===== config.mk =====
export PLATFORM = sky130hd
export DESIGN_NAME = sbq_status
export DESIGN_NICKNAME = d
export VERILOG_FILES = /design/src/hdl/sbq_pkg.sv /design/src/hdl/sbq_status.sv
export SDC_FILE = /design/constraint.sdc
export NUM_CORES = 1
export LEC_CHECK = 0
export ABC_AREA = 0
export ABC_CLOCK_PERIOD_IN_PS = 4460
export BUFFER_PORTS_ARGS = -buffer_cell sky130_fd_sc_hd__buf_2
export CAP_MARGIN = 20
export CORE_ASPECT_RATIO = 1.4
export CORE_MARGIN = 8
export CORE_UTILIZATION = 57
export DETAILED_ROUTE_END_ITERATION = 12
export GPL_TIMING_DRIVEN = 0
export PLACE_DENSITY = 0.79
export SLEW_MARGIN = 30
export SYNTH_ARGS = -nofsm -noshare
export SYNTH_HDL_FRONTEND = slang
export SYNTH_SLANG_ARGS = --single-unit
export TNS_END_PERCENT = 20

===== constraint.sdc =====
create_clock -name pclk -period 4.46 [get_ports pclk]
set_clock_uncertainty 0.15 [all_clocks]
set_input_delay 1.115 -clock pclk [delete_from_list [all_inputs] [get_ports pclk]]
set_output_delay 1.115 -clock pclk [all_outputs]
set_load 0.01 [all_outputs]

===== src/hdl/sbq_pkg.sv =====
// package: register map, field positions and codes of the batching queue status block
package sbq_pkg;
   // register offsets (byte addresses, chosen)
   localparam logic [7:0] OFF_RATE_MODE   = 8'h00;
   localparam logic [7:0] OFF_CNT_UPPER   = 8'h04;
   localparam logic [7:0] OFF_CNT_LOWER   = 8'h08;
   localparam logic [7:0] OFF_LEVEL_LOWER = 8'h0c;
   localparam logic [7:0] OFF_FLAGS_UPPER = 8'h10;
   localparam logic [7:0] OFF_WORD_TAG    = 8'h14;
   localparam logic [7:0] OFF_BATCH_RATE  = 8'h18;
   localparam logic [7:0] OFF_WATERMARK   = 8'h1c;
   localparam logic [7:0] OFF_PIN_ROUTE   = 8'h20;
   localparam logic [7:0] OFF_MISC        = 8'h24;
   // field positions
   localparam int DEC_LSB    = 6;
   localparam int TEMP_LSB   = 4;
   localparam int CLR_BIT    = 6;
   localparam int SRC_BIT    = 5;
   localparam int FL_WTM     = 7;
   localparam int FL_OVR     = 6;
   localparam int FL_FULL    = 5;
   localparam int FL_CNT     = 4;
   localparam int FL_STICKY  = 3;
   localparam int TAG_ID_LSB = 3;
   localparam int TAG_TS_LSB = 1;
   // sizes
   localparam int DEPTH      = 512;
   localparam int LVL_W      = 10;
   localparam int WTM_W      = 9;
   localparam int THR_W      = 11;
   localparam int RATE_W     = 4;
   // reset values
   localparam logic [7:0] RST_BYTE = 8'h00;
   // source identifiers of main sensor words
   localparam logic [4:0] ID_GYRO_NC  = 5'h01;
   localparam logic [4:0] ID_ACC_NC   = 5'h02;
   localparam logic [4:0] ID_ACC_T2   = 5'h06;
   localparam logic [4:0] ID_ACC_3C   = 5'h09;
   localparam logic [4:0] ID_GYRO_T2  = 5'h0a;
   localparam logic [4:0] ID_GYRO_3C  = 5'h0d;
   // rate codes
   localparam logic [3:0] RATE_OFF    = 4'h0;
   localparam logic [3:0] RATE_6667   = 4'ha;
   localparam logic [3:0] RATE_LOWEST = 4'hb;
   localparam logic [1:0] DEC_OFF     = 2'h0;
   localparam logic [1:0] DEC_DIV8    = 2'h2;
   localparam logic [1:0] DEC_DIV32   = 2'h3;
   localparam logic [1:0] TEMP_OFF    = 2'h0;
endpackage


===== src/hdl/sbq_status.sv =====
// batching queue configuration, occupancy, flags, counter and tag logic with apb access
//
// Behaviour
// - gyro rate code 0 off, 1..10 ascending, 11 slowest
// - stamp decimation off, divide by 1, 8, 32
// - temperature rate off or three rates
// - rate-mode register field layout, bit 3 zero
// - clear bit zeroes batch counter, self-clearing
// - source bit selects accel or gyro counting
// - eleven bit threshold split, bits 4:3 zero
// - counter-reached sets at threshold, clears on read
// - ten bit unread word count split
// - watermark high when count at or above level
// - overrun on overwrite, clears on word read
// - full-pending when next write fills or overruns
// - sticky overrun clears only on upper read
// - four conditions routable to two pins
// - status tracks every queue write and read
// - lower status read freezes pair for upper
// - tag holds id, slot count, parity
// - parity makes tag ones count even
// - slot count wraps on fastest main event
// - storage is 512 seven-byte words
// - watermark level nine bits wide
`timescale 1ns/1ps
module sbq_status #(
   parameter int DEPTH = sbq_pkg::DEPTH
) (
   input  wire logic        pclk,
   input  wire logic        presetn,
   input  wire logic        psel,
   input  wire logic        penable,
   input  wire logic        pwrite,
   input  wire logic [7:0]  paddr,
   input  wire logic [31:0] pwdata,
   output logic [31:0]      prdata,
   output logic             pready,
   output logic             pslverr,
   input  wire logic        wr_valid,
   input  wire logic [4:0]  wr_source_id,
   input  wire logic        rd_word,
   input  wire logic        accel_batch_event,
   input  wire logic        gyro_batch_event,
   output logic [3:0]       gyro_batch_rate,
   output logic [3:0]       accel_batch_rate,
   output logic [1:0]       stamp_decimation,
   output logic [1:0]       temp_batch_rate,
   output logic [2:0]       queue_mode,
   output logic             queue_occupied,
   output logic             int1_out,
   output logic             int2_out
);
   // queue occupancy never exceeds the storage
   localparam logic [9:0] FULL_LVL = 10'(DEPTH);

   typedef struct packed {
      logic [7:0]  rate_mode;
      logic [7:0]  cnt_upper;
      logic [7:0]  cnt_lower;
      logic [7:0]  batch_rate;
      logic [8:0]  watermark_level;
      logic [7:0]  pin_route;
      logic        block_update_hold;
      logic [9:0]  unread_word_count;
      logic        overrun_flag;
      logic        overrun_sticky;
      logic        batch_count_reached;
      logic [10:0] batch_count;
      logic [1:0]  time_slot_count;
      logic [7:0]  tag;
      logic        frozen;
      logic [7:0]  frozen_upper;
      logic [31:0] rdata;
      logic        ack;
   } sbq_state_t;

   sbq_state_t s_q;
   sbq_state_t s_d;

   // even parity over the top seven bits gives an even byte
   function automatic logic [7:0] sbq_tag(input logic [4:0] id, input logic [1:0] slot);
      logic [6:0] body;
      body = {id, slot};
      return {body, ^body};
   endfunction

   function automatic logic sbq_is_accel(input logic [4:0] id);
      return (id == sbq_pkg::ID_ACC_NC) || (id >= sbq_pkg::ID_ACC_T2 && id <= sbq_pkg::ID_ACC_3C);
   endfunction

   function automatic logic sbq_is_gyro(input logic [4:0] id);
      return (id == sbq_pkg::ID_GYRO_NC) || (id >= sbq_pkg::ID_GYRO_T2 && id <= sbq_pkg::ID_GYRO_3C);
   endfunction

   // rates rank by code except the lowest code, which is slowest of all
   function automatic logic [3:0] sbq_rank(input logic [3:0] code);
      logic [3:0] r;
      r = 4'h0;
      if (code == sbq_pkg::RATE_LOWEST)
         r = 4'h1;
      else if (code != sbq_pkg::RATE_OFF && code <= sbq_pkg::RATE_6667)
         r = code + 4'h1;
      return r;
   endfunction

   logic       acc_fast;
   logic       slot_event;
   logic       wr_full;
   logic       wr_over;
   logic       full_pending_flag;
   logic       watermark_reached;
   logic [7:0] upper_live;
   logic       acc;
   logic       wr_en;
   logic       rd_en;

   assign acc   = psel & penable;
   assign wr_en = acc & pwrite;
   assign rd_en = acc & ~pwrite;

   always_comb
   begin
      logic [9:0]  lvl;
      logic        cnt_inc;
      lvl = s_q.unread_word_count;
      cnt_inc = 1'b0;
      // faster main sensor owns the slot
      acc_fast = sbq_rank(s_q.batch_rate[3:0]) >= sbq_rank(s_q.batch_rate[7:4]);
      slot_event = acc_fast ? accel_batch_event : gyro_batch_event;
      wr_full = wr_valid && (lvl == FULL_LVL);
      wr_over = wr_full;
      watermark_reached = lvl >= {1'b0, s_q.watermark_level};
      full_pending_flag = (lvl >= FULL_LVL - 10'h1);
      upper_live = {watermark_reached, s_q.overrun_flag, full_pending_flag, s_q.batch_count_reached,
                    s_q.overrun_sticky, 1'b0, lvl[9:8]};

      s_d = s_q;
      s_d.rdata = 32'h0000_0000;
      // one wait state: read data is captured first and answered from a flop
      s_d.ack = acc && !s_q.ack;

      if (wr_valid && !wr_full && !(rd_word && lvl != 10'h000))
         s_d.unread_word_count = lvl + 10'h001;
      else if (rd_word && lvl != 10'h000 && !wr_valid)
         s_d.unread_word_count = lvl - 10'h001;

      if (wr_over)
         s_d.overrun_flag = 1'b1;
      else if (rd_word && lvl != 10'h000)
         s_d.overrun_flag = 1'b0;

      if (wr_valid)
         s_d.tag = sbq_tag(wr_source_id, s_q.time_slot_count);
      // wraps naturally from 3 to 0
      if (slot_event)
         s_d.time_slot_count = s_q.time_slot_count + 2'h1;

      // only the chosen main sensor counts
      if (wr_valid)
      begin
         if (s_q.cnt_upper[sbq_pkg::SRC_BIT])
            cnt_inc = sbq_is_gyro(wr_source_id);
         else
            cnt_inc = sbq_is_accel(wr_source_id);
      end
      if (cnt_inc)
         s_d.batch_count = s_q.batch_count + 11'h001;

      // apb reads, captured at the first access edge
      if (rd_en && !s_q.ack)
      begin
         case (paddr)
            sbq_pkg::OFF_RATE_MODE:   s_d.rdata = {24'h0, s_q.rate_mode};
            sbq_pkg::OFF_CNT_UPPER:   s_d.rdata = {24'h0, s_q.cnt_upper};
            sbq_pkg::OFF_CNT_LOWER:   s_d.rdata = {24'h0, s_q.cnt_lower};
            sbq_pkg::OFF_LEVEL_LOWER:
            begin
               // freeze the upper half with the lower
               s_d.rdata = {24'h0, lvl[7:0]};
               if (s_q.block_update_hold)
               begin
                  s_d.frozen = 1'b1;
                  s_d.frozen_upper = upper_live;
               end
            end
            sbq_pkg::OFF_FLAGS_UPPER:
            begin
               s_d.rdata = {24'h0, s_q.frozen ? s_q.frozen_upper : upper_live};
               s_d.frozen = 1'b0;
               s_d.batch_count_reached = 1'b0;
               s_d.overrun_sticky = 1'b0;
            end
            sbq_pkg::OFF_WORD_TAG:    s_d.rdata = {24'h0, s_q.tag};
            sbq_pkg::OFF_BATCH_RATE:  s_d.rdata = {24'h0, s_q.batch_rate};
            sbq_pkg::OFF_WATERMARK:   s_d.rdata = {23'h0, s_q.watermark_level};
            sbq_pkg::OFF_PIN_ROUTE:   s_d.rdata = {24'h0, s_q.pin_route};
            sbq_pkg::OFF_MISC:        s_d.rdata = {31'h0, s_q.block_update_hold};
            default:                  s_d.rdata = 32'h0000_0000;
         endcase
      end

      // sets are applied after the read clear so an event in that cycle wins
      // sticky overrun set
      if (wr_over)
         s_d.overrun_sticky = 1'b1;
      if (cnt_inc && (s_q.batch_count + 11'h001) == {s_q.cnt_upper[2:0], s_q.cnt_lower})
         s_d.batch_count_reached = 1'b1;

      // writes land only at the edge that completes the transfer
      if (wr_en && s_q.ack)
      begin
         case (paddr)
            sbq_pkg::OFF_RATE_MODE:  s_d.rate_mode = pwdata[7:0] & 8'hf7;
            sbq_pkg::OFF_CNT_UPPER:
            begin
               // bits 4:3 and 7 read zero
               s_d.cnt_upper = {1'b0, 1'b0, pwdata[sbq_pkg::SRC_BIT], 2'b00, pwdata[2:0]};
               // clear bit resets counter, never stored
               if (pwdata[sbq_pkg::CLR_BIT])
                  s_d.batch_count = 11'h000;
            end
            sbq_pkg::OFF_CNT_LOWER:  s_d.cnt_lower = pwdata[7:0];
            sbq_pkg::OFF_BATCH_RATE: s_d.batch_rate = pwdata[7:0];
            sbq_pkg::OFF_WATERMARK:  s_d.watermark_level = pwdata[8:0];
            sbq_pkg::OFF_PIN_ROUTE:  s_d.pin_route = pwdata[7:0];
            sbq_pkg::OFF_MISC:       s_d.block_update_hold = pwdata[0];
            default:                 s_d.rate_mode = s_q.rate_mode;
         endcase
      end
   end

   always_ff @(posedge pclk or negedge presetn)
   begin
      if (!presetn)
         s_q <= '0;
      else
         s_q <= s_d;
   end

   // one wait state; unmapped addresses read zero without error
   assign pready  = s_q.ack;
   assign pslverr = 1'b0;
   assign prdata  = s_q.rdata;

   // rate codes passed to the batching engine
   assign gyro_batch_rate  = s_q.batch_rate[7:4];
   assign accel_batch_rate = s_q.batch_rate[3:0];
   // decimation code, engine divides by 1, 8 or 32
   assign stamp_decimation = s_q.rate_mode[sbq_pkg::DEC_LSB +: 2];
   assign temp_batch_rate  = s_q.rate_mode[sbq_pkg::TEMP_LSB +: 2];
   assign queue_mode       = s_q.rate_mode[2:0];
   assign queue_occupied   = s_q.unread_word_count != 10'h000;

   // route bits: [3:0] pin1 wtm/ovr/full/cnt, [7:4] pin2
   assign int1_out = |(s_q.pin_route[3:0] & {s_q.batch_count_reached, full_pending_flag,
                                              s_q.overrun_flag, watermark_reached});
   assign int2_out = |(s_q.pin_route[7:4] & {s_q.batch_count_reached, full_pending_flag,
                                              s_q.overrun_flag, watermark_reached});
endmodule // sbq_status


# --- After elaboration in Yosys (flattened, before gate mapping) ---
# Index checks and enable logic that the tools add are counted.
op_classes:
  magnitude_cmp: 9
  bitwise: 6
  eq_ne: 16
  add_sub_neg: 6
  mux: 24
  n_reduce_logical: 44
op_table:
  columns: ["operator", "n"]
  rows:
  - ["$pmux W9 S10", 1]
  - ["$mux W11", 4]
  - ["$eq A8 B5 Y1 const B", 4]
  - ["$mux W10", 2]
  - ["$mux W9", 2]
  - ["$reduce_and A2 Y1", 9]
  - ["$eq A8 B4 Y1 const B", 2]
  - ["$eq A8 B6 Y1 const B", 2]
  - ["$mux W4", 4]
  - ["$reduce_bool A2 Y1", 7]
  - ["$logic_and A1 B1 Y1", 13]
  - ["$add A11 B1 Y11 const B", 1]
  - ["$eq A11 B11 Y1", 1]
  - ["$add A10 B1 Y10 const B", 1]
  - ["$eq A10 B10 Y1 const B", 1]
  - ["$ge A10 B9 Y1", 1]
  - ["$ge A10 B9 Y1 const B", 1]
  - ["$le A5 B4 Y1 const B", 2]
  - ["$reduce_bool A10 Y1", 1]
  - ["$sub A10 B1 Y10 const B", 1]
  - ["$add A4 B1 Y4 const B", 2]
  - ["$and A4 B4 Y4", 2]
  - ["$eq A4 B4 Y1 const B", 2]
  - ["$eq A8 B3 Y1 const B", 1]
  - ["other kinds (21)", 38]
totals:
  elab_cells: 123
  out_inout_bits: 52
  input_bits: 54
  reg_bits: 120

# --- Depth between registers and ports, before layout ---
logic_depth:
  word_depth: 9
  mapped_depth: 12
  mapped_depth_nobuf: 12

# --- Worst setup path before layout ---
# Ideal clock, no wire load.
synth_path:
  kind: "input to register"
  startpoint: "input port wr_valid"
  endpoint: "register s_q[75] in the netlist's numbering"
  path_buffers: 1
  setup_slack_ns: 0.954
  arrival_time_ns: 3.230
  cell_stages: 8
  setup_time_ns: 0.126
  t_required_ns: 4.184
  cell_sequence: "clkbuf_1 -> nand2_1 -> ha_1 -> o21ai_0 -> o211ai_1 -> a41oi_1 -> or3_1 -> a311o_1"
synth_between:
  elab_chain_len: 5
  elab_cells_between_ends: 8
  classes_between: "mux (1); reduce/logical (7)"
synth_lines:
  columns: ["element", "line", "source"]
  rows:
  - ["start: declaration", "sbq_status.sv:39", "input wire logic wr_valid,"]
  - ["$logic_and A1 B1 Y1", "sbq_status.sv:130", "wr_full = wr_valid && (lvl == FULL_LVL);"]
  - ["$logic_not A1 Y1", "sbq_status.sv:142", "if (wr_valid && !wr_full && !(rd_word && lvl != 10'h000))"]
  - ["$logic_and A1 B1 Y1 (2 in a row)", "sbq_status.sv:142", null]
  - ["$mux W10 or $reduce_bool A2 Y1 (tied branches)", null, null]
  - ["end signal: assignment", "sbq_status.sv:235", "s_q <= '0;"]
  - ["end signal: assignment", "sbq_status.sv:237", "s_q <= s_d;"]
  - ["end: declaration", "sbq_status.sv:77", "sbq_state_t s_q;"]
# Several ways; a longest one is shown, not always the timed one.
# A chain may end at the register's enable or synchronous reset.

# --- Final worst setup path ---
layout_path:
  startpoint: "register s_q[66] in the netlist's numbering"
  endpoint: "output port int2_out"
layout_between:
  elab_chain_len: 3
  elab_cells_between_ends: 4
  classes_between: "order compare (2); bitwise (1); reduce/logical (1)"
layout_lines:
  columns: ["element", "line", "source"]
  rows:
  - ["$ge A10 B9 Y1, on equally long branches", "sbq_status.sv:132, sbq_status.sv:133", null]
  - ["$and A4 B4 Y4 *", "sbq_status.sv:257", "assign int2_out = |(s_q.pin_route[7:4] & {s_q.batch_count_reached, full_pending_flag,"]
  - ["$reduce_or A4 Y1 *", "sbq_status.sv:257", null]
  - ["end: declaration", "sbq_status.sv:51", "output logic int2_out"]
# Mark *: on every way between the ends. The rest lies on a longest branch, timed or not.

==> implementation parameters <==
Parameter                              Value

Outcome
  Result of the run    finished, final reports clean

CTS
  Clk sink count    97
  Register clock-pin slew on the reported worst setup and hold paths    approximately 0.060 ns
  Number of gates resized after CTS    0
  Number of CTS-inserted buffers    9
  Clock insertion delay at the later pin of the skew report    0.34 ns
  CTS tree    built
  Library cell used as clock root buffer    clkbuf_16
  Bufs on Longest Clock Path    2
  Number of hold-repair buffers added at the cts stage    0
  Number of buffers inserted by post-CTS setup repair    0
  H-tree depth    3

Worst setup path
  Worst path required time    approximately 3.2 ns
  Type of element capturing the critical path    output port
  Cells on worst reg2reg path    11
  Signal arrival time at the worst endpoint    roughly 2.7 ns
  Minimum setup slack among reg-to-reg paths    0.60 ns
  Worst setup SP type    flop
  Start of the worst register-to-register path    s_q[73]
  Destination of the worst register-to-register timing path    s_q[75]
  Crit Path Class    reg2out
  Top fanout value on the critical path    7

Hold path
  Min-Delay Endpoint    pready
  Worst hold path depth    1
  Min-delay src    pready
  Min-Delay Path Class    reg2reg

Yosys
  EDFF count, synth    0
  Synth area leader    dfrtp_1
  Cell types with the highest counts after synthesis    dfrtp_1, mux2_2, buf_4, nand2_1, nor2_1
  Area of the mapped netlist    roughly 6400 um2
  Most common flop cell mapped by yosys    dfrtp_1
  Share of synthesized area occupied by flip-flops and latches    38.2%
  Synthesis Warnings    0
  Number of different library cells in the post-synthesis netlist    75
  Synth async-reset ratio    100%
  Largest cells by area after synthesis    dfrtp_1, mux2_2, ha_1, buf_4, xnor2_1
  Top cell type's share of synthesized area    38.2%
  Most common cell in the netlist    dfrtp_1
  Mapped Cells    ~610
  Number of synthesized register bits    97
  Mean post-synth cell area    10.5 um2

STA
  Max frequency    254 MHz
  Crit path time final    3.94 ns
  Fin. Hold Viols    0
  Worst slew margin    55.8%
  Max-slew violation count    0
  Transition time of the tightest slew-check pin    0.663 ns
  Period utilization    approximately nine tenths
  RSZ-0062 raised after global routing    false
  TNS Setup    0 ns
  Final number of setup-violating endpoints    0

Routing
  Vias    between 4k and 5k
  Per-cell via count in the routed design    5.74
  First-iteration detailed-routing DRC count    252
  Remaining antenna violation count after routing    0
  Iteration count of the initial detailed-routing pass    5
  Wire length after detailed routing    16300 um
  Average wire length per cell after detail routing    19.2 um
  Number of remaining DRC errors    0

GRT
  Total GRT Usage    22.3%
  Number of antenna violations at the first check in global routing    0
  Global-route wire length before repair    26400 um
  Maximum number of pins on one net before global-route repair    59
  Vias in the first global route    a little over 5k
  Remaining global-route overflow    0

Pwr
  Peak supply drop    0.308 mV
  Leak Pwr    between 3 and 4 nW
  Total Power Consumption    2.83 mW
  Power per unit of standard cell area    approximately 400 nW/um2

Floorplanning
  Die area    14800 um2
  Initial Utilization    58.5%
  X dimension of the die    about 110 um
  Placement Rows    45
  Placeable Area    10900 um2
  Number of top-level pins    106
  Height of the die    141 um

Placement
  Final weighted congestion of routability-driven global placement    roughly 0.96
  HPWL after DPL    approximately 13000 um
  Port Buffers    58

Cells and area
  Area Overhead vs Synth    14.3%
  Number of nets in the layout    about 800
  Filler cell count    863
  Proportion of layout cells with a drive suffix above 1    33.3%
  Diode insertion count for antenna repair    0

Flow run
  Max Cap Viol    0
## per-layer routing
| metal | GRT usage (%) | routed length, um |
|---|---|---|
| met5 | 0 | 0 |
| met4 | 8.30 | 421 |
| met3 | 4.79 | 900 |
| met2 | 41.0 | 8670 |
| met1 | 24.3 | 6280 |
## sequential cells by signal, summed over array words and instances, names as in the netlist
signal and flops:
prdata 9, pready 1, temp_batch_rate 2, gyro_batch_rate 4
s_q 72, stamp_decimation 2, accel_batch_rate 4, queue_mode 3
## report_power, final
group | total (mW) | internal [mW] | switching (mW)
registers | 1.15 | 0.984 | 0.169
clock network | 0.834 | 0.506 | 0.328
logic | 0.843 | 0.388 | 0.455
total | 2.83 | 1.88 | 0.951
## worst max-delay path by stage
stage | startpoint | to | slack, ns | cells after the start
global placement | wr_valid | s_q[75] | 0.26 | 10
detailed placement | wr_valid | s_q[75] | 0.06 | 10
floorplan | wr_valid | s_q[75] | 0.95 | 8
finish | s_q[66] | int2_out | 0.52 | 10
CTS | wr_valid | s_q[75] | 0.45 | 10
global route | wr_valid | s_q[75] | 0.29 | 10
## layout make-up
class                      instances  area [um2]  area share, %
clock inverter                     5        78.8           1.08
inverter                          21        78.8           1.08
clock buffer                      11         243           3.34
buffer                            61         450           6.20
sequential                        97        2430           33.4
tap                              141         176           2.43
multi-input combinational        451        3490           48.0
timing repair buffer              59         324           4.46
## stage by stage
| stage | cells | cell area, um2 | util, % | hold slack [ns] | setup WS, ns |
|---|---|---|---|---|---|
| after CTS | 846 | 7270 | 66.9 | 0.340 | 0.446 |
| after global routing | 846 | 7270 | 66.9 | 0.371 | 0.287 |
| final | 846 | 7270 | 66.9 | 0.339 | 0.518 |
| after global placement | 829 | 6920 | 63.6 | 0.306 | 0.264 |
| after detailed placement | 830 | 6950 | 63.9 | 0.332 | 0.0574 |
| after floorplan | 630 | 6450 | - | 0.312 | 0.954 |
## placed cells by master, fill, tap and decap left out, types with 23 or more instances in the layout
cell type   n
dfrtp_1    97
mux2_2     62
buf_2      60
buf_4      52
nand2_1    45
nor2_1     36
ha_1       33
xnor2_1    26
conb_1     24
a21oi_1    23
## worst max-delay path, cell delays in order, from the launching register on
cell      delay (ns)
dfrtp_1         0.37
buf_4           0.18
inv_1           0.06
ha_1            0.27
nand2b_1        0.14
a21o_1          0.18
a21o_1          0.18
a21oi_1         0.20
nand2_1         0.19
a221o_1         0.42
buf_2           0.15
## logic make-up (layout without fill, tap and decap cells)
kind of cell / Yosys count / in the layout / synth area share (%)
AND/OR/NAND/NOR: 167 / 167 / 15.1
AO/OA/AOI/OAI: 114 / 114 / 13.0
flip-flops: 97 / 97 / 38.2
buffers and inverters: 82 / 157 / 8.32
multiplexers: 75 / 75 / 13.3
XOR/XNOR: 37 / 37 / 5.21
adder cells (fa/ha/maj): 34 / 34 / 6.80
other: 1 / 24 / 0.0589
Power figures use the tool's default switching activity.
